==> config.mk <==
export PLATFORM = sky130hd
export DESIGN_NAME = pmrs_top
export DESIGN_NICKNAME = d
export VERILOG_FILES = /design/src/pmrs_pkg.sv /design/src/pmrs_top.sv /design/src/pmrs_pin_mode.sv /design/src/pmrs_rail_reg.sv
export VERILOG_INCLUDE_DIRS = /design/src
export SDC_FILE = /design/constraint.sdc
export NUM_CORES = 1
export LEC_CHECK = 0
export BUFFER_PORTS_ARGS = -buffer_cell sky130_fd_sc_hd__clkbuf_2
export CAP_MARGIN = 20
export CORE_MARGIN = 3
export CORE_UTILIZATION = 40
export CTS_BUF_LIST = sky130_fd_sc_hd__clkbuf_8
export DETAILED_ROUTE_END_ITERATION = 6
export GPL_ROUTABILITY_DRIVEN = 0
export PLACE_DENSITY = 0.6
export SYNTH_ARGS = -nofsm -noshare
export SYNTH_HDL_FRONTEND = slang
export SYNTH_HIERARCHICAL = 1
export SYNTH_SLANG_ARGS = --single-unit
==> constraint.sdc <==
create_clock -name CORE_CLK_I -period 3.5 [get_ports CORE_CLK_I]
set_input_delay 0.7 -clock CORE_CLK_I [delete_from_list [all_inputs] [get_ports CORE_CLK_I]]
set_output_delay 0.7 -clock CORE_CLK_I [all_outputs]
set_load 0.005 [all_outputs]
==> src/pmrs_defs.svh <==
`ifndef PMRS_DEFS_SVH
`define PMRS_DEFS_SVH

// APB geometry
`define PMRS_ADDR_W        12
`define PMRS_DATA_W        32
`define PMRS_REG_W         16
`define PMRS_IDX_W         10

// Register indexes, byte address is four times the low index bits
`define PMRS_IDX_PIN46_MODE  32'h5000_306A
`define PMRS_IDX_PIN47_MODE  32'h5000_306C
`define PMRS_IDX_PORT0_RAIL  32'h5000_30C0
`define PMRS_IDX_PORT1_RAIL  32'h5000_30C2
`define PMRS_IDX_PORT2_RAIL  32'h5000_30C4
`define PMRS_IDX_PORT3_RAIL  32'h5000_30C6
`define PMRS_IDX_PORT4_RAIL  32'h5000_30C8

// Pin mode register fields
`define PMRS_MODE_DRV_BIT    10
`define PMRS_MODE_DP_MSB     9
`define PMRS_MODE_DP_LSB     8
`define PMRS_MODE_FUNC_MSB   5
`define PMRS_MODE_FUNC_LSB   0
`define PMRS_MODE_DRV_RST    1'h0
`define PMRS_MODE_DP_RST     2'h2
`define PMRS_MODE_FUNC_RST   6'h00

// Rail select fields, implemented bits per port
`define PMRS_RAIL_MSB        7
`define PMRS_RAIL_LSB        0
`define PMRS_RAIL_RST        8'h00
`define PMRS_RAIL0_MASK      8'hC0
`define PMRS_RAIL1_MASK      8'hFF
`define PMRS_RAIL2_MASK      8'h1F
`define PMRS_RAIL3_MASK      8'hFF
`define PMRS_RAIL4_MASK      8'hFF

`endif

==> src/pmrs_pkg.sv <==
package pmrs_pkg;

  // Direction and pull codes, ascending
  typedef enum logic [1:0] {
    PMRS_DP_IN_NONE = 2'h0,
    PMRS_DP_IN_UP   = 2'h1,
    PMRS_DP_IN_DOWN = 2'h2,
    PMRS_DP_OUT     = 2'h3
  } pmrs_dir_pull_t;

  typedef struct packed {
    logic           drive_type_sel;
    pmrs_dir_pull_t dir_pull_sel;
    logic [5:0]     function_sel;
  } pmrs_mode_t;

  typedef struct packed {
    logic [7:0] rail_bits;
  } pmrs_rail_t;

  // Controls seen by one pad cell
  typedef struct packed {
    logic       analog_en;
    logic       out_en;
    logic       open_drain;
    logic       pull_up_en;
    logic       pull_dn_en;
    logic [5:0] function_sel;
  } pmrs_pad_ctrl_t;

  typedef struct packed {
    logic           pready;
    logic           pslverr;
    logic [31:0]    prdata;
    pmrs_pad_ctrl_t pad46;
    pmrs_pad_ctrl_t pad47;
    logic [1:0]     port0_rail_bits;
    logic [7:0]     port1_rail_bits;
    logic [4:0]     port2_rail_bits;
    logic [7:0]     port3_rail_bits;
    logic [7:0]     port4_rail_bits;
  } pmrs_top_t;

endpackage

==> src/pmrs_top.sv <==
// Function
// - Drive bit: clear push-pull, set open-drain
// - Direction/pull codes: none, up, down, output
// - Direction/pull resets to input pull-down
// - Analog mode ignores direction/pull field
// - Port zero rail: only bits six, seven
// - Ports one, three, four: eight rail bits
// - Port two: five rail bits, rest reserved
// - Rail bit one selects 1.8 V rail
// - Rail bits reset to zero, 3.3 V
`timescale 1ns/100ps
`default_nettype none
`include "pmrs_defs.svh"

module pmrs_top
  import pmrs_pkg::*;
(
  input  wire logic        CORE_CLK_I,         // Bus clock, 25 MHz
  input  wire logic        RST_B_I,            // Sync reset, low
  input  wire logic        PSEL_I,             // APB select
  input  wire logic        PENABLE_I,          // APB enable
  input  wire logic        PWRITE_I,           // APB direction
  input  wire logic [11:0] PADDR_I,            // APB byte address
  input  wire logic [31:0] PWDATA_I,           // APB write data
  input  wire logic [3:0]  PSTRB_I,            // APB byte strobes
  input  wire logic [1:0]  ADC_MODE_I,         // Analog mode, pins 4.6/4.7
  output logic             PREADY_O,           // APB ready
  output logic             PSLVERR_O,          // APB error
  output logic      [31:0] PRDATA_O,           // APB read data
  output pmrs_pad_ctrl_t   PIN46_PAD_O,        // Pad 4.6 controls
  output pmrs_pad_ctrl_t   PIN47_PAD_O,        // Pad 4.7 controls
  output logic      [1:0]  PORT0_RAIL_BITS_O,  // Pins 0.6, 0.7 rail
  output logic      [7:0]  PORT1_RAIL_BITS_O,  // Port 1 rail
  output logic      [4:0]  PORT2_RAIL_BITS_O,  // Port 2 rail
  output logic      [7:0]  PORT3_RAIL_BITS_O,  // Port 3 rail
  output logic      [7:0]  PORT4_RAIL_BITS_O   // Port 4 rail
);

  // Register indexes
  localparam logic [31:0] IDX_PIN46 = `PMRS_IDX_PIN46_MODE;
  localparam logic [31:0] IDX_PIN47 = `PMRS_IDX_PIN47_MODE;
  localparam logic [31:0] IDX_RAIL0 = `PMRS_IDX_PORT0_RAIL;
  localparam logic [31:0] IDX_RAIL1 = `PMRS_IDX_PORT1_RAIL;
  localparam logic [31:0] IDX_RAIL2 = `PMRS_IDX_PORT2_RAIL;
  localparam logic [31:0] IDX_RAIL3 = `PMRS_IDX_PORT3_RAIL;
  localparam logic [31:0] IDX_RAIL4 = `PMRS_IDX_PORT4_RAIL;

  localparam int NREG = 7;

  // Register slot numbers
  localparam int SLOT_PIN46 = 0;
  localparam int SLOT_PIN47 = 1;
  localparam int SLOT_RAIL0 = 2;
  localparam int SLOT_RAIL1 = 3;
  localparam int SLOT_RAIL2 = 4;
  localparam int SLOT_RAIL3 = 5;
  localparam int SLOT_RAIL4 = 6;

  pmrs_top_t st_ff;
  pmrs_top_t nxt_st;

  logic [`PMRS_IDX_W-1:0] word_idx;
  logic [NREG-1:0]        hit;
  logic                   mapped;
  logic                   setup_ph;
  logic                   wr_acc;
  logic [NREG-1:0]        wr_en;
  logic [15:0]            rd_word [NREG];
  logic [15:0]            rd_sel;
  pmrs_mode_t             mode46;
  pmrs_mode_t             mode47;
  logic [7:0]             rail0;
  logic [7:0]             rail1;
  logic [7:0]             rail2;
  logic [7:0]             rail3;
  logic [7:0]             rail4;

  // Address decode, one aligned word per register
  assign word_idx = PADDR_I[`PMRS_IDX_W+1:2];

  always_comb begin
    hit             = '0;
    hit[SLOT_PIN46] = (word_idx == IDX_PIN46[`PMRS_IDX_W-1:0]);
    hit[SLOT_PIN47] = (word_idx == IDX_PIN47[`PMRS_IDX_W-1:0]);
    hit[SLOT_RAIL0] = (word_idx == IDX_RAIL0[`PMRS_IDX_W-1:0]);
    hit[SLOT_RAIL1] = (word_idx == IDX_RAIL1[`PMRS_IDX_W-1:0]);
    hit[SLOT_RAIL2] = (word_idx == IDX_RAIL2[`PMRS_IDX_W-1:0]);
    hit[SLOT_RAIL3] = (word_idx == IDX_RAIL3[`PMRS_IDX_W-1:0]);
    hit[SLOT_RAIL4] = (word_idx == IDX_RAIL4[`PMRS_IDX_W-1:0]);
  end

  assign mapped   = |hit;
  assign setup_ph = PSEL_I && !PENABLE_I;

  // Write lands only on the access edge the master samples
  assign wr_acc = PSEL_I && PENABLE_I && st_ff.pready && PWRITE_I;
  assign wr_en  = wr_acc ? hit : '0;

  // Pin mode registers
  pmrs_pin_mode u_pin46 (
    .clk_i   (CORE_CLK_I),
    .rst_b_i (RST_B_I),
    .wr_en_i (wr_en[SLOT_PIN46]),
    .strb_i  (PSTRB_I[1:0]),
    .wdata_i (PWDATA_I[15:0]),
    .mode_o  (mode46),
    .rdata_o (rd_word[SLOT_PIN46])
  );

  pmrs_pin_mode u_pin47 (
    .clk_i   (CORE_CLK_I),
    .rst_b_i (RST_B_I),
    .wr_en_i (wr_en[SLOT_PIN47]),
    .strb_i  (PSTRB_I[1:0]),
    .wdata_i (PWDATA_I[15:0]),
    .mode_o  (mode47),
    .rdata_o (rd_word[SLOT_PIN47])
  );

  // Rail select registers, masks leave reserved bits at zero
  pmrs_rail_reg #(
    .MASK (`PMRS_RAIL0_MASK)
  ) u_rail0 (
    .clk_i   (CORE_CLK_I),
    .rst_b_i (RST_B_I),
    .wr_en_i (wr_en[SLOT_RAIL0]),
    .strb_i  (PSTRB_I[0]),
    .wdata_i (PWDATA_I[15:0]),
    .bits_o  (rail0),
    .rdata_o (rd_word[SLOT_RAIL0])
  );

  pmrs_rail_reg #(
    .MASK (`PMRS_RAIL1_MASK)
  ) u_rail1 (
    .clk_i   (CORE_CLK_I),
    .rst_b_i (RST_B_I),
    .wr_en_i (wr_en[SLOT_RAIL1]),
    .strb_i  (PSTRB_I[0]),
    .wdata_i (PWDATA_I[15:0]),
    .bits_o  (rail1),
    .rdata_o (rd_word[SLOT_RAIL1])
  );

  pmrs_rail_reg #(
    .MASK (`PMRS_RAIL2_MASK)
  ) u_rail2 (
    .clk_i   (CORE_CLK_I),
    .rst_b_i (RST_B_I),
    .wr_en_i (wr_en[SLOT_RAIL2]),
    .strb_i  (PSTRB_I[0]),
    .wdata_i (PWDATA_I[15:0]),
    .bits_o  (rail2),
    .rdata_o (rd_word[SLOT_RAIL2])
  );

  pmrs_rail_reg #(
    .MASK (`PMRS_RAIL3_MASK)
  ) u_rail3 (
    .clk_i   (CORE_CLK_I),
    .rst_b_i (RST_B_I),
    .wr_en_i (wr_en[SLOT_RAIL3]),
    .strb_i  (PSTRB_I[0]),
    .wdata_i (PWDATA_I[15:0]),
    .bits_o  (rail3),
    .rdata_o (rd_word[SLOT_RAIL3])
  );

  pmrs_rail_reg #(
    .MASK (`PMRS_RAIL4_MASK)
  ) u_rail4 (
    .clk_i   (CORE_CLK_I),
    .rst_b_i (RST_B_I),
    .wr_en_i (wr_en[SLOT_RAIL4]),
    .strb_i  (PSTRB_I[0]),
    .wdata_i (PWDATA_I[15:0]),
    .bits_o  (rail4),
    .rdata_o (rd_word[SLOT_RAIL4])
  );

  // Read mux, one hot select
  always_comb begin
    rd_sel = '0;
    for (int i = 0; i < NREG; i++) begin
      if (hit[i]) begin
        rd_sel = rd_sel | rd_word[i];
      end
    end
  end

  // Pad control decode for one pin
  function automatic pmrs_pad_ctrl_t pad_decode(input pmrs_mode_t m, input logic adc);
    pmrs_pad_ctrl_t p;
    p              = '0;
    p.function_sel = m.function_sel;
    p.open_drain   = m.drive_type_sel;
    p.analog_en    = adc;
    if (!adc) begin
      unique case (m.dir_pull_sel)
        PMRS_DP_IN_NONE: begin
          p.out_en = 1'b0;
        end
        PMRS_DP_IN_UP: begin
          p.pull_up_en = 1'b1;
        end
        PMRS_DP_IN_DOWN: begin
          p.pull_dn_en = 1'b1;
        end
        PMRS_DP_OUT: begin
          p.out_en = 1'b1;
        end
      endcase
    end
    return p;
  endfunction

  // Next state of bus answer and pad outputs
  always_comb begin
    nxt_st = st_ff;

    // Answer is ready in the cycle after setup
    nxt_st.pready  = setup_ph;
    nxt_st.pslverr = setup_ph && !mapped;
    if (setup_ph) begin
      nxt_st.prdata = (!PWRITE_I && mapped) ? {16'h0000, rd_sel} : '0;
    end

    nxt_st.pad46 = pad_decode(mode46, ADC_MODE_I[0]);
    nxt_st.pad47 = pad_decode(mode47, ADC_MODE_I[1]);

    // A set bit powers the pin from pad_rail_1v8, clear from pad_rail_3v3
    nxt_st.port0_rail_bits = rail0[7:6];
    nxt_st.port1_rail_bits = rail1;
    nxt_st.port2_rail_bits = rail2[4:0];
    nxt_st.port3_rail_bits = rail3;
    nxt_st.port4_rail_bits = rail4;
  end

  always_ff @(posedge CORE_CLK_I) begin
    if (!RST_B_I) begin
      st_ff.pready          <= 1'b0;
      st_ff.pslverr         <= 1'b0;
      st_ff.prdata          <= '0;
      // Matches the reset content of the mode registers
      st_ff.pad46           <= '{analog_en: 1'b0, out_en: 1'b0, open_drain: 1'b0,
                                 pull_up_en: 1'b0, pull_dn_en: 1'b1, function_sel: 6'h00};
      st_ff.pad47           <= '{analog_en: 1'b0, out_en: 1'b0, open_drain: 1'b0,
                                 pull_up_en: 1'b0, pull_dn_en: 1'b1, function_sel: 6'h00};
      st_ff.port0_rail_bits <= '0;
      st_ff.port1_rail_bits <= '0;
      st_ff.port2_rail_bits <= '0;
      st_ff.port3_rail_bits <= '0;
      st_ff.port4_rail_bits <= '0;
    end else begin
      st_ff <= nxt_st;
    end
  end

  assign PREADY_O          = st_ff.pready;
  assign PSLVERR_O         = st_ff.pslverr;
  assign PRDATA_O          = st_ff.prdata;
  assign PIN46_PAD_O       = st_ff.pad46;
  assign PIN47_PAD_O       = st_ff.pad47;
  assign PORT0_RAIL_BITS_O = st_ff.port0_rail_bits;
  assign PORT1_RAIL_BITS_O = st_ff.port1_rail_bits;
  assign PORT2_RAIL_BITS_O = st_ff.port2_rail_bits;
  assign PORT3_RAIL_BITS_O = st_ff.port3_rail_bits;
  assign PORT4_RAIL_BITS_O = st_ff.port4_rail_bits;

endmodule // pmrs_top
`default_nettype wire

==> src/pmrs_pin_mode.sv <==
`timescale 1ns/100ps
`default_nettype none
`include "pmrs_defs.svh"

module pmrs_pin_mode
  import pmrs_pkg::*;
(
  input  wire logic        clk_i,    // Bus clock
  input  wire logic        rst_b_i,  // Sync reset, low
  input  wire logic        wr_en_i,  // Write strobe
  input  wire logic [1:0]  strb_i,   // Byte lanes
  input  wire logic [15:0] wdata_i,  // Write data
  output pmrs_mode_t       mode_o,   // Stored fields
  output logic      [15:0] rdata_o   // Readback
);

  pmrs_mode_t st_ff;
  pmrs_mode_t nxt_st;

  always_comb begin
    nxt_st = st_ff;
    if (wr_en_i && strb_i[1]) begin
      nxt_st.drive_type_sel = wdata_i[`PMRS_MODE_DRV_BIT];
      nxt_st.dir_pull_sel   = pmrs_dir_pull_t'(wdata_i[`PMRS_MODE_DP_MSB:`PMRS_MODE_DP_LSB]);
    end
    if (wr_en_i && strb_i[0]) begin
      nxt_st.function_sel = wdata_i[`PMRS_MODE_FUNC_MSB:`PMRS_MODE_FUNC_LSB];
    end
  end

  always_ff @(posedge clk_i) begin
    if (!rst_b_i) begin
      st_ff.drive_type_sel <= `PMRS_MODE_DRV_RST;
      st_ff.dir_pull_sel   <= pmrs_dir_pull_t'(`PMRS_MODE_DP_RST);
      st_ff.function_sel   <= `PMRS_MODE_FUNC_RST;
    end else begin
      st_ff <= nxt_st;
    end
  end

  always_comb begin
    rdata_o = '0;
    rdata_o[`PMRS_MODE_DRV_BIT]                    = st_ff.drive_type_sel;
    rdata_o[`PMRS_MODE_DP_MSB:`PMRS_MODE_DP_LSB]   = st_ff.dir_pull_sel;
    rdata_o[`PMRS_MODE_FUNC_MSB:`PMRS_MODE_FUNC_LSB] = st_ff.function_sel;
  end

  assign mode_o = st_ff;

endmodule // pmrs_pin_mode
`default_nettype wire

==> src/pmrs_rail_reg.sv <==
`timescale 1ns/100ps
`default_nettype none
`include "pmrs_defs.svh"

module pmrs_rail_reg
  import pmrs_pkg::*;
#(
  parameter logic [7:0] MASK = 8'hFF  // Implemented bits
) (
  input  wire logic        clk_i,    // Bus clock
  input  wire logic        rst_b_i,  // Sync reset, low
  input  wire logic        wr_en_i,  // Write strobe
  input  wire logic        strb_i,   // Low byte lane
  input  wire logic [15:0] wdata_i,  // Write data
  output logic      [7:0]  bits_o,   // One bit per pin
  output logic      [15:0] rdata_o   // Readback
);

  pmrs_rail_t st_ff;
  pmrs_rail_t nxt_st;

  always_comb begin
    nxt_st = st_ff;
    if (wr_en_i && strb_i) begin
      nxt_st.rail_bits = wdata_i[`PMRS_RAIL_MSB:`PMRS_RAIL_LSB] & MASK;
    end
  end

  always_ff @(posedge clk_i) begin
    if (!rst_b_i) begin
      st_ff.rail_bits <= `PMRS_RAIL_RST;
    end else begin
      st_ff <= nxt_st;
    end
  end

  assign bits_o  = st_ff.rail_bits;
  assign rdata_o = {8'h00, st_ff.rail_bits};

endmodule // pmrs_rail_reg
`default_nettype wire

# After elaboration in Yosys (flattened, before gate mapping)
# Cells that the tools add are included.
# op_classes
n_reduce_logical,21
bitwise_logic,7
n_div,0
shift,0
n_eq_ne,13
n_addsub,0
mul,0
n_mux,17
magnitude_cmp,0
# op_table
op,count
$mux 16,7
$or 16x8->16,4
$eq 10x8->1 const B,5
$eq 10x7->1 const B,2
$or 16x11->16,1
$or 16x5->16,1
$logic_and 1x1->1,15
$mux 11,1
$eq 2x2->1 const B,4
$mux 1,8
$mux 7,1
$reduce_or 7->1,1
$eq 2x1->1 const B,2
$reduce_or 2->1,2
$logic_not 1->1,3
$not 1->1,1
# word_totals
output_inout_bits,87
inputBits,55
ramBits,0
memories,0
rom_bits,0
regBits,136
latchBits,0

# Logic depth before layout (Yosys ltp)
# Gate-level depths: netlist (run 1).
# depth
ltp_word,15
mapped_depth,9

# By module
# Netlist (run 1), hierarchy kept.
# modules_own_cells
mod,cells_each,n_inst,area_each_um2,seq_area_each_um2
pmrs_top,374,1,3550.9,1421.4
pmrs_rail_reg at u_rail1 ...,55,3,483.0,160.2
pmrs_pin_mode,58,2,496.7,180.2
pmrs_rail_reg at u_rail2,42,1,354.1,100.1
pmrs_rail_reg at u_rail0,32,1,245.2,40.0

# Worst setup path after synthesis (run 1)
# Ideal clock, no wire load.
# synth_path
path_kind,input port to flip-flop
start,input PADDR_I[2]
end,register u_rail2.st_ff (netlist bit u_rail2/bits_o[0])
t_arrival_ps,2558
cell_stages,7
setup_slack_ps,827
cell_sequence,or3_4 buf_6 clkbuf_1 nor3_1 nor3b_1 and2_4 o21ai_2
# synth_via
elab_chain_len,3
# synth_rtl
element,line,text
"start, declared",pmrs_top.sv:23,"input wire logic [11:0] PADDR_I,"
$eq 10x8->1,pmrs_top.sv:87,hit[SLOT_RAIL2] = (word_idx == IDX_RAIL2[`PMRS_IDX_W-1:0]);
$mux 7,pmrs_top.sv:97,assign wr_en = wr_acc ? hit : '0;
named net wr_en[4],pmrs_top.sv:67,logic [NREG-1:0] wr_en;
$logic_and 1x1->1,pmrs_rail_reg.sv:24,if (wr_en_i && strb_i) begin
"end signal, assigned",pmrs_rail_reg.sv:33,st_ff <= nxt_st;
"end, declared",pmrs_rail_reg.sv:19,pmrs_rail_t st_ff;
# The timed path passes the listed nets, and every way through them passes these cells.
# A chain may end at the register's enable or synchronous reset.

# Final worst setup path (run 1)
# layout_path
start,input PADDR_I[9]
end,register u_rail4.st_ff (netlist bit u_rail4/bits_o[1])
# layout_via
elab_chain_len,3
# layout_rtl
element,line,text
$eq 10x8->1,pmrs_top.sv:89,hit[SLOT_RAIL4] = (word_idx == IDX_RAIL4[`PMRS_IDX_W-1:0]);
$mux 7,pmrs_top.sv:97,
named net wr_en[6],pmrs_top.sv:67,
$logic_and 1x1->1,pmrs_rail_reg.sv:24,
"end signal, assigned",pmrs_rail_reg.sv:33,
"end, declared",pmrs_rail_reg.sv:19,
# The timed path passes the listed nets, and every way through them passes these cells.

==> flow_metrics.env, run 1 <==
export IMPL_initial_core_util=0.409
export IMPL_skew_ns=0.00557
export IMPL_dr_pass1_iters=5
export IMPL_postCtsSetupBuffers=0
export IMPL_ir_drop_mv=0.299
export IMPL_insertion_delay_ns=0.44
export IMPL_path_max_fanout=28
export IMPL_syn_area_per_cell_sq_um=9.06
export IMPL_clock_root_buffer="clkbuf_8"
export IMPL_layout_drive_gt1_share=0.274
export IMPL_core_area_sq_mm=0.0159
export IMPL_die_h_um=134
export IMPL_nets=802
export IMPL_cts_resized=0
export IMPL_crit_buf_inv=2
export IMPL_antenna_left=0
export IMPL_hpwlAfterDp_um=10800
export IMPL_cts_tree="done"
export IMPL_critPathMaxStageDelay_ns=0.47
export IMPL_rows=46
export IMPL_min_path_type="reg2reg"
export IMPL_start_kind="input pin"
export IMPL_final_setup_worst_slack_ns=1.18
export IMPL_finalHoldViolCount=0
export IMPL_syn2layout_area_growth_pct=4.64
export IMPL_leakagePower_nw=2.71
export IMPL_n_fill_cell=1599
export IMPL_fmax_ghz=0.431
export IMPL_worst_pin_slew_ns=0.823
export IMPL_htree_levels=4
export IMPL_via_count=4827
export IMPL_yosysWarnings=6
export IMPL_grt_max_degree=69
export IMPL_clock_sink_count=120
export IMPL_setup_tns_ns=0
export IMPL_power_density_mw_per_mm2=410
export IMPL_wire_per_inst_um=15.7
export IMPL_setup_violations=0
export IMPL_clk_path_buf_depth=2
export IMPL_critical_path_required_ns=3.82
export IMPL_fin_crit_sh=0.662
export IMPL_io_pins=142
export IMPL_cp_cell_sequence="clkbuf_2, nand4bb_1, buf_4, nor3_1, and3_1, and2_4, o21ai_2"
export IMPL_outcome="finished, final reports clean"
export IMPL_cp_slowest_cell="and3_1"
export IMPL_die_area_sq_mm=0.0179
export IMPL_syn_area_sq_mm=0.00653
export IMPL_grt_pass1_wl_um=24200
export IMPL_antenna_found_initial=0
export IMPL_grt_overflow=0
export IMPL_syn_inst=720
export IMPL_grt_pass1_vias=4370
export IMPL_rsz0062_at_grt="no"
export IMPL_drt_wl_total_um=15200
export IMPL_crit_family="simple AND/OR/NAND/NOR gates"
export IMPL_path_clk_slew_ns=0.07
export IMPL_crit_type="in2reg"
export IMPL_portBuffers=100
export IMPL_grt_usage=0.171
export IMPL_cp_end_kind="flop"
export IMPL_cp_arrival_ns=2.64
export IMPL_diodes=0
export IMPL_drv_slew=0
export IMPL_first_iter_violations=403
export IMPL_slew_headroom=0.437
export IMPL_drc_errors=0
export IMPL_post_place_ws_ns=0.765
export IMPL_via_per_inst=4.96
export IMPL_die_x_um=134
export IMPL_cts_buffers=17
export IMPL_cts_hold_buf=0
export IMPL_drv_cap=0
export IMPL_fin_crit_ns=2.32
-- where the power goes --
part / internal [mW] / switching (mW) / total, mW
Combinational: 0.0520 / 0.123 / 0.175
Sequential: 1.37 / 0.000787 / 1.37
Clock: 0.722 / 0.529 / 1.25
Total: 2.14 / 0.653 / 2.80
-- state kept, by name (all words and copies together) (netlist names) --
name and cells:
PIN46_PAD_O 11, u_rail0/bits_o 2, PIN47_PAD_O 11, u_rail3/bits_o 8, PSLVERR_O 1, u_rail2/bits_o 5
PORT2_RAIL_BITS_O 5, PORT1_RAIL_BITS_O 8, PORT3_RAIL_BITS_O 8, u_pin47/mode_o 9, u_pin46/mode_o 9, PREADY_O 1
PORT0_RAIL_BITS_O 2, u_rail1/bits_o 8, PORT4_RAIL_BITS_O 8, u_rail4/bits_o 8, PRDATA_O 16
-- layout by cell type (no fill, tap or decap), types with 4 or more instances in the layout --
| cell | count |
|---|---|
| o21ai_0 | 8 |
| nand4_1 | 48 |
| dfxtp_1 | 120 |
| clkbuf_2 | 99 |
| a2111oi_0 | 26 |
| inv_1 | 6 |
| nand2b_1 | 4 |
| clkinv_2 | 4 |
| and3_1 | 4 |
| o21ai_2 | 31 |
| nand3b_1 | 32 |
| clkbuf_8 | 19 |
| nor3_1 | 8 |
| nor2_1 | 8 |
| a211oi_2 | 10 |
| nor4_1 | 15 |
| and2_1 | 58 |
| o21ai_1 | 14 |
| conb_1 | 79 |
| buf_4 | 22 |
| and2_4 | 8 |
| nand2_1 | 60 |
| mux2i_1 | 16 |
| a22oi_1 | 10 |
| a21oi_1 | 10 |
-- layout make-up --
class	instances	area, sq um	share of cell area
multi-input combinational	483	3090	0.452
timing repair buffer	121	661	0.0968
clock buffer	19	262	0.0383
tap	216	270	0.0396
clock inverter	11	133	0.0194
sequential	120	2400	0.352
inverter	4	15.0	0.00220
-- stage by stage --
stage / power (mW) / cells / hold WS (ns) / utilization / area, sq um
after floorplan: 1.58 / 791 / 0.437 / - / 6790
after global placement: 1.57 / 944 / 0.438 / 0.404 / 6430
after detailed placement: 1.57 / 944 / 0.442 / 0.404 / 6430
after CTS: 2.83 / 974 / 0.444 / 0.428 / 6830
after global routing: 2.90 / 974 / 0.443 / 0.428 / 6830
final: 2.80 / 974 / 0.447 / 0.428 / 6830
-- per-layer routing --
layer / up-vias / share of wire / global-route usage
li1: 2406 / - / -
met1: 2262 / 0.49 / 0.244
met2: 148 / 0.45 / 0.257
met3: 11 / 0.055 / 0.0446
met4: 0 / 0.011 / 0.0474
met5: - / 0 / 0
-- path summary, 6_finish.rpt --
kind | end | slack, ns | cells past startpoint | startpoint
max | u_rail4/bits_o[1] | 1.18 | 7 | PADDR_I[9]
min | PRDATA_O[14] | 0.45 | 2 | PRDATA_O[14]
max reg2reg | u_rail4/bits_o[1] | 1.80 | 5 | PREADY_O
min reg2reg | PRDATA_O[14] | 0.45 | 2 | PRDATA_O[14]
-- worst min-delay path: cells and delay by family (launching register included) --
family / cells / cell delay, ns
AOI/OAI and AO/OA: 1 / 0.05
and+or+nand+nor: 1 / 0.05
DFF: 1 / 0.31
(Power assumes the default switching activity.)
==> run 2, diff against run 1 <==
Settings changed: PLACE_DENSITY 0.6 to 0.62.
Clock period 3.5 ns to 2 ns, I/O delays scaled along.
==> flow_metrics.env, run 2 (synthesized netlist as in run 1, its figures left out) <==
export IMPL_grt_overflow=0
export IMPL_start_kind="input pin"
export IMPL_drt_met1_wl_um=7250
export IMPL_postCtsSetupBuffers=0
export IMPL_drv_slew=0
export IMPL_worstSetupStartpoint="PADDR_I[2]"
export IMPL_crit_type="in2reg"
export IMPL_cts_tree="done"
export IMPL_reg2reg_depth=3
export IMPL_critical_path_required_ns=2.29
export IMPL_ir_drop_mv=0.470
export IMPL_path_max_fanout=22
export IMPL_htree_levels=4
export IMPL_cts_buffers=17
export IMPL_fmax_ghz=0.547
export IMPL_worst_pin_slew_ns=1.10
export IMPL_p_total_mw=5.02
export IMPL_grt_max_degree=51
export IMPL_antenna_left=0
export IMPL_fin_crit_ns=1.83
export IMPL_skew_ns=0.00951
export IMPL_rows=46
export IMPL_io_pins=142
export IMPL_die_area_sq_mm=0.0179
export IMPL_slew_headroom=0.247
export IMPL_antenna_found_initial=0
export IMPL_setup_violations=0
export IMPL_power_density_mw_per_mm2=698
export IMPL_core_area_sq_mm=0.0159
export IMPL_portBuffers=100
export IMPL_clk_path_buf_depth=2
export IMPL_clock_root_buffer="clkbuf_8"
export IMPL_leakagePower_nw=2.91
export IMPL_cts_resized=0
export IMPL_layout_common_cells="dfxtp_1 (120), clkbuf_2 (99), conb_1 (79)"
export IMPL_r2r_start="PRDATA_O[6]"
export IMPL_finalHoldViolCount=0
export IMPL_via_per_inst=4.87
export IMPL_switchingPower_mw=1.24
export IMPL_fin_crit_sh=0.915
export IMPL_r2r_slack_ns=0.22
export IMPL_layout_drive_gt1_share=0.317
export IMPL_hpwlAfterDp_um=11200
export IMPL_via_count=4920
export IMPL_cp_end_kind="flop"
export IMPL_multiInputGateArea_sq_mm=0.00312
export IMPL_final_setup_worst_slack_ns=0.171
export IMPL_min_path_type="in2reg"
export IMPL_setup_tns_ns=0
export IMPL_largest_register_ffs=16
export IMPL_switching_share=0.246
export IMPL_cts_hold_buf=0
export IMPL_wl_met3_um=928
export IMPL_drc_errors=0
export IMPL_dr_pass1_iters=5
export IMPL_insertion_delay_ns=0.45
export IMPL_grt_usage=0.173
export IMPL_path_clk_slew_ns=0.08
export IMPL_syn2layout_area_growth_pct=10.3
export IMPL_initial_core_util=0.409
export IMPL_die_x_um=134
export IMPL_dr_wl_met2_um=6870
export IMPL_die_h_um=134
export IMPL_n_fill_cell=1569
export IMPL_regArea_sq_mm=0.00240
export IMPL_top_layer="met4"
export IMPL_drt_wl_total_um=15200
export IMPL_drv_cap=0
export IMPL_p_int_mw=3.79
export IMPL_combPwrFrac=0.068
export IMPL_instances_no_fill=1011
export IMPL_placedInstanceArea_sq_mm=0.00677
export IMPL_outcome="finished, final reports clean"
export IMPL_diodes=0
export IMPL_final_common_cell="dfxtp_1"
export IMPL_wire_per_inst_um=15.0
export IMPL_placed_cells=979
export IMPL_clock_sink_count=120
export IMPL_grt_pass1_wl_um=24400
export IMPL_rsz0062_at_grt="no"
export IMPL_first_iter_violations=333
export IMPL_fin_area_sq_mm=0.00719
export IMPL_r2r_end="PRDATA_O[6]"
export IMPL_p_seq_frac=0.477
export IMPL_cp_endpoint="PRDATA_O[6]"
export IMPL_nets=837
export IMPL_clkPwrFrac=0.455
export IMPL_post_place_ws_ns=-0.162
export IMPL_cp_arrival_ns=2.12
export IMPL_grt_pass1_vias=4488
-- run 2: cell types whose count changed in the layout (fill, tap and decap cells not counted), moves of 2 or more --
| cell | previous run | this run |
|---|---|---|
| buf_12 | 0 | 3 |
| nor3_1 | 8 | 4 |
| nor3_4 | 0 | 2 |
| inv_1 | 6 | 4 |
| nor3_2 | 1 | 3 |
| clkinv_4 | 0 | 5 |
| clkinv_2 | 4 | 2 |
| buf_4 | 22 | 54 |
-- run 2: how the worst min path moves through the flow --
stage | startpoint | to | slack [ns] | cells past startpoint
4_1_cts | ADC_MODE_I[0] | PIN46_PAD_O[9] | 0.12 | 2
2_1_floorplan | u_pin46/mode_o[2] | u_pin46/mode_o[2] | 0.44 | 2
3_3_place_gp | PRDATA_O[15] | PRDATA_O[15] | 0.44 | 2
6_report | ADC_MODE_I[0] | PIN46_PAD_O[9] | 0.16 | 2
3_5_place_dp | PRDATA_O[15] | PRDATA_O[15] | 0.44 | 2
5_1_grt | ADC_MODE_I[0] | PIN46_PAD_O[9] | 0.14 | 2
-- run 2: routing by layer --
layer | up-vias | GRT usage
li1 | 2486 | -
met1 | 2280 | 0.240
met2 | 139 | 0.258
met3 | 15 | 0.0544
met4 | 0 | 0.0486
met5 | - | 0
-- run 2: area by class of cell --
class,count,share of cell area
timing repair buffer,156,0.134
sequential,120,0.334
clock inverter,14,0.0243
multi-input combinational,483,0.434
inverter,4,0.00209
tap,216,0.0376
clock buffer,18,0.0344
-- run 2: critical path: stages --
cell       delay [ns]
clkbuf_2         0.08
or3_4            0.12
buf_4            0.27
buf_4            0.18
nor4_1           0.05
a2111oi_0        0.87
a211oi_2         0.15
-- run 2: metrics by stage --
| step | utilization | hold slack (ns) |
|---|---|---|
| detailed placement | 0.425 | 0.445 |
| global placement | 0.425 | 0.438 |
| finish | 0.451 | 0.158 |
| floorplan | - | 0.437 |
| global route | 0.451 | 0.143 |
| CTS | 0.451 | 0.124 |
-- run 2: power by group through the flow --
stage / Sequential, mW / Clock [mW] / Combinational [mW]
2_1_floorplan: 2.45 / 0 / 0.319
3_3_place_gp: 2.45 / 0 / 0.336
3_5_place_dp: 2.45 / 0 / 0.337
4_1_cts: 2.40 / 2.35 / 0.337
5_1_grt: 2.39 / 2.45 / 0.378
6_report: 2.40 / 2.29 / 0.342
==> run 3, diff against run 2 <==
Settings changed: PLACE_DENSITY 0.62 to 0.66, SYNTH_HIERARCHICAL 1 to not set.
==> flow_metrics.env, run 3 <==
export IMPL_die_x_um=110
export IMPL_critical_path_required_ns=2.35
export IMPL_final_common_cell="dfxtp_1"
export IMPL_clock_sink_count=115
export IMPL_setup_tns_ns=0
export IMPL_ir_drop_mv=0.350
export IMPL_instances_no_fill=719
export IMPL_start_kind="flop"
export IMPL_r2r_slack_ns=0.20
export IMPL_async_reset_ff_frac=0
export IMPL_syn_area_per_cell_sq_um=9.61
export IMPL_synth_seq_cells=115
export IMPL_path_clk_slew_ns=0.07
export IMPL_cts_buffers=17
export IMPL_rsz0062_at_grt="no"
export IMPL_drc_errors=0
export IMPL_placedInstanceArea_sq_mm=0.00504
export IMPL_finalHoldViolCount=0
export IMPL_rows=37
export IMPL_antenna_left=0
export IMPL_drv_cap=0
export IMPL_crit_type="reg2reg"
export IMPL_initial_core_util=0.414
export IMPL_layout_common_cells="dfxtp_1 (115), clkbuf_2 (95), nand2_1 (72)"
export IMPL_globalRouteMet3Util=0.0617
export IMPL_clock_root_buffer="clkbuf_8"
export IMPL_fin_crit_ns=1.80
export IMPL_setup_violations=0
export IMPL_critPathMaxStageDelay_ns=0.42
export IMPL_grt_overflow=0
export IMPL_postCtsSetupBuffers=0
export IMPL_placed_cells=687
export IMPL_portBuffers=95
export IMPL_wire_per_inst_um=13.6
export IMPL_htree_levels=4
export IMPL_synth_edff_count=0
export IMPL_antenna_found_initial=0
export IMPL_via_per_inst=4.77
export IMPL_fmax_ghz=0.557
export IMPL_syn_area_sq_mm=0.00432
export IMPL_fin_area_sq_mm=0.00543
export IMPL_core_area_sq_mm=0.0104
export IMPL_nets=625
export IMPL_power_density_mw_per_mm2=842
export IMPL_gr_max_usage_layer="met2"
export IMPL_synth_top_cell_by_area="dfxtp_1"
export IMPL_cp_arrival_ns=2.14
export IMPL_first_iter_violations=234
export IMPL_grt_pass1_vias=3229
export IMPL_synth_area_leaders="dfxtp_1 (53%), mux2i_1 (7.9%), nand2_1 (6.3%)"
export IMPL_cp_endpoint="u_rail3.bits_o[1]"
export IMPL_grt_pass1_wl_um=15300
export IMPL_drv_slew=0
export IMPL_hpwlAfterDp_um=7240
export IMPL_dr_pass1_iters=5
export IMPL_grt_usage=0.168
export IMPL_via_count=3432
export IMPL_clk_path_buf_depth=2
export IMPL_reg2reg_depth=6
export IMPL_post_place_ws_ns=-0.158
export IMPL_yosys_cell_count_top_type="dfxtp_1"
export IMPL_p_total_mw=4.57
export IMPL_cts_resized=0
export IMPL_cp_cell_sequence="and4_1, nand2_1, or4_1, buf_4, nor2_8, mux2i_1"
export IMPL_syn_inst=449
export IMPL_cp_slowest_cell="or4_1"
export IMPL_cts_hold_buf=0
export IMPL_r2r_start="PREADY_O"
export IMPL_grt_max_degree=88
export IMPL_n_fill_cell=964
export IMPL_yosysWarnings=0
export IMPL_fin_crit_sh=0.898
export IMPL_ys_seq_area_frac=0.533
export IMPL_diodes=0
export IMPL_min_path_type="in2reg"
export IMPL_insertion_delay_ns=0.42
export IMPL_die_h_um=110
export IMPL_die_area_sq_mm=0.0121
export IMPL_leakagePower_nw=2.61
export IMPL_worstSetupStartpoint="PREADY_O"
export IMPL_outcome="finished, final reports clean"
export IMPL_io_pins=142
export IMPL_synth_main_ff_cell="dfxtp_1"
export IMPL_synth_top_area_share=0.533
export IMPL_post_route_util=0.521
export IMPL_final_setup_worst_slack_ns=0.205
export IMPL_syn2layout_area_growth_pct=25.9
export IMPL_cp_end_kind="flop"
export IMPL_cts_tree="done"
export IMPL_use_met2=0.267
export IMPL_ys_types=40
export IMPL_r2r_end="u_rail3.bits_o[1]"
export IMPL_skew_ns=0.00571
export IMPL_grtUsageMet1=0.207
export IMPL_layout_drive_gt1_share=0.297
export IMPL_drt_wl_total_um=9800
export IMPL_path_max_fanout=8
export IMPL_yosys_top_cells_count="dfxtp_1 (115), nand2_1 (72), inv_1 (39), mux2i_1 (34), buf_4 (21)"
export IMPL_fin_hold_ws_ns=0.161
==> run 3: worst max-delay path, delay by kind of cell, from the launching register on <==
family                 cells  cell delay, ns
AND/OR/NAND/NOR            4            0.98
flip-flops                 1            0.33
buffers and inverters      1            0.21
multiplexers               1            0.21
==> run 3: area by class of cell <==
type                            instances  area, sq um  area share
Timing Repair Buffer                  124          718       0.132
Clock inverter                         13          134      0.0246
Multi-Input combinational cell        273         1700       0.313
Tap cell                              136          170      0.0313
Clock buffer                           19          262      0.0481
Sequential cell                       115         2300       0.424
Inverter                               39          146      0.0270
==> run 3: per-layer routing <==
| layer | share of wire | wire length (um) |
|---|---|---|
| met5 | 0 | 0 |
| met4 | 0.019 | 190 |
| met3 | 0.077 | 758 |
| met2 | 0.45 | 4450 |
| met1 | 0.45 | 4400 |
==> run 3: cells by family (layout without fill, tap and decap cells) <==
kind of cell	count (synthesis)	in the layout	share of synthesized area
other cells	1	21	0.000869
simple gates	154	154	0.188
buf+inv	81	195	0.0902
flops	115	115	0.533
compound gates	56	56	0.0876
mux	42	42	0.0997
==> run 3: power by group <==
group / leakage, nW / switching, mW / internal [mW]
sequential: 0.927 / 0.00164 / 2.30
clock: 0.198 / 0.920 / 1.17
combinational: 1.48 / 0.120 / 0.0703
==> run 3: worst min path at each step <==
stage / start / to / depth (start not counted)
global placement: PRDATA_O[5] / PRDATA_O[5] / 2
finish: ADC_MODE_I[1] / PIN47_PAD_O[7] / 2
detailed placement: u_rail3.bits_o[6] / PORT3_RAIL_BITS_O[6] / 2
floorplan: u_rail3.bits_o[0] / PORT3_RAIL_BITS_O[0] / 2
global route: ADC_MODE_I[1] / PIN47_PAD_O[7] / 2
CTS: ADC_MODE_I[1] / PIN47_PAD_O[7] / 2
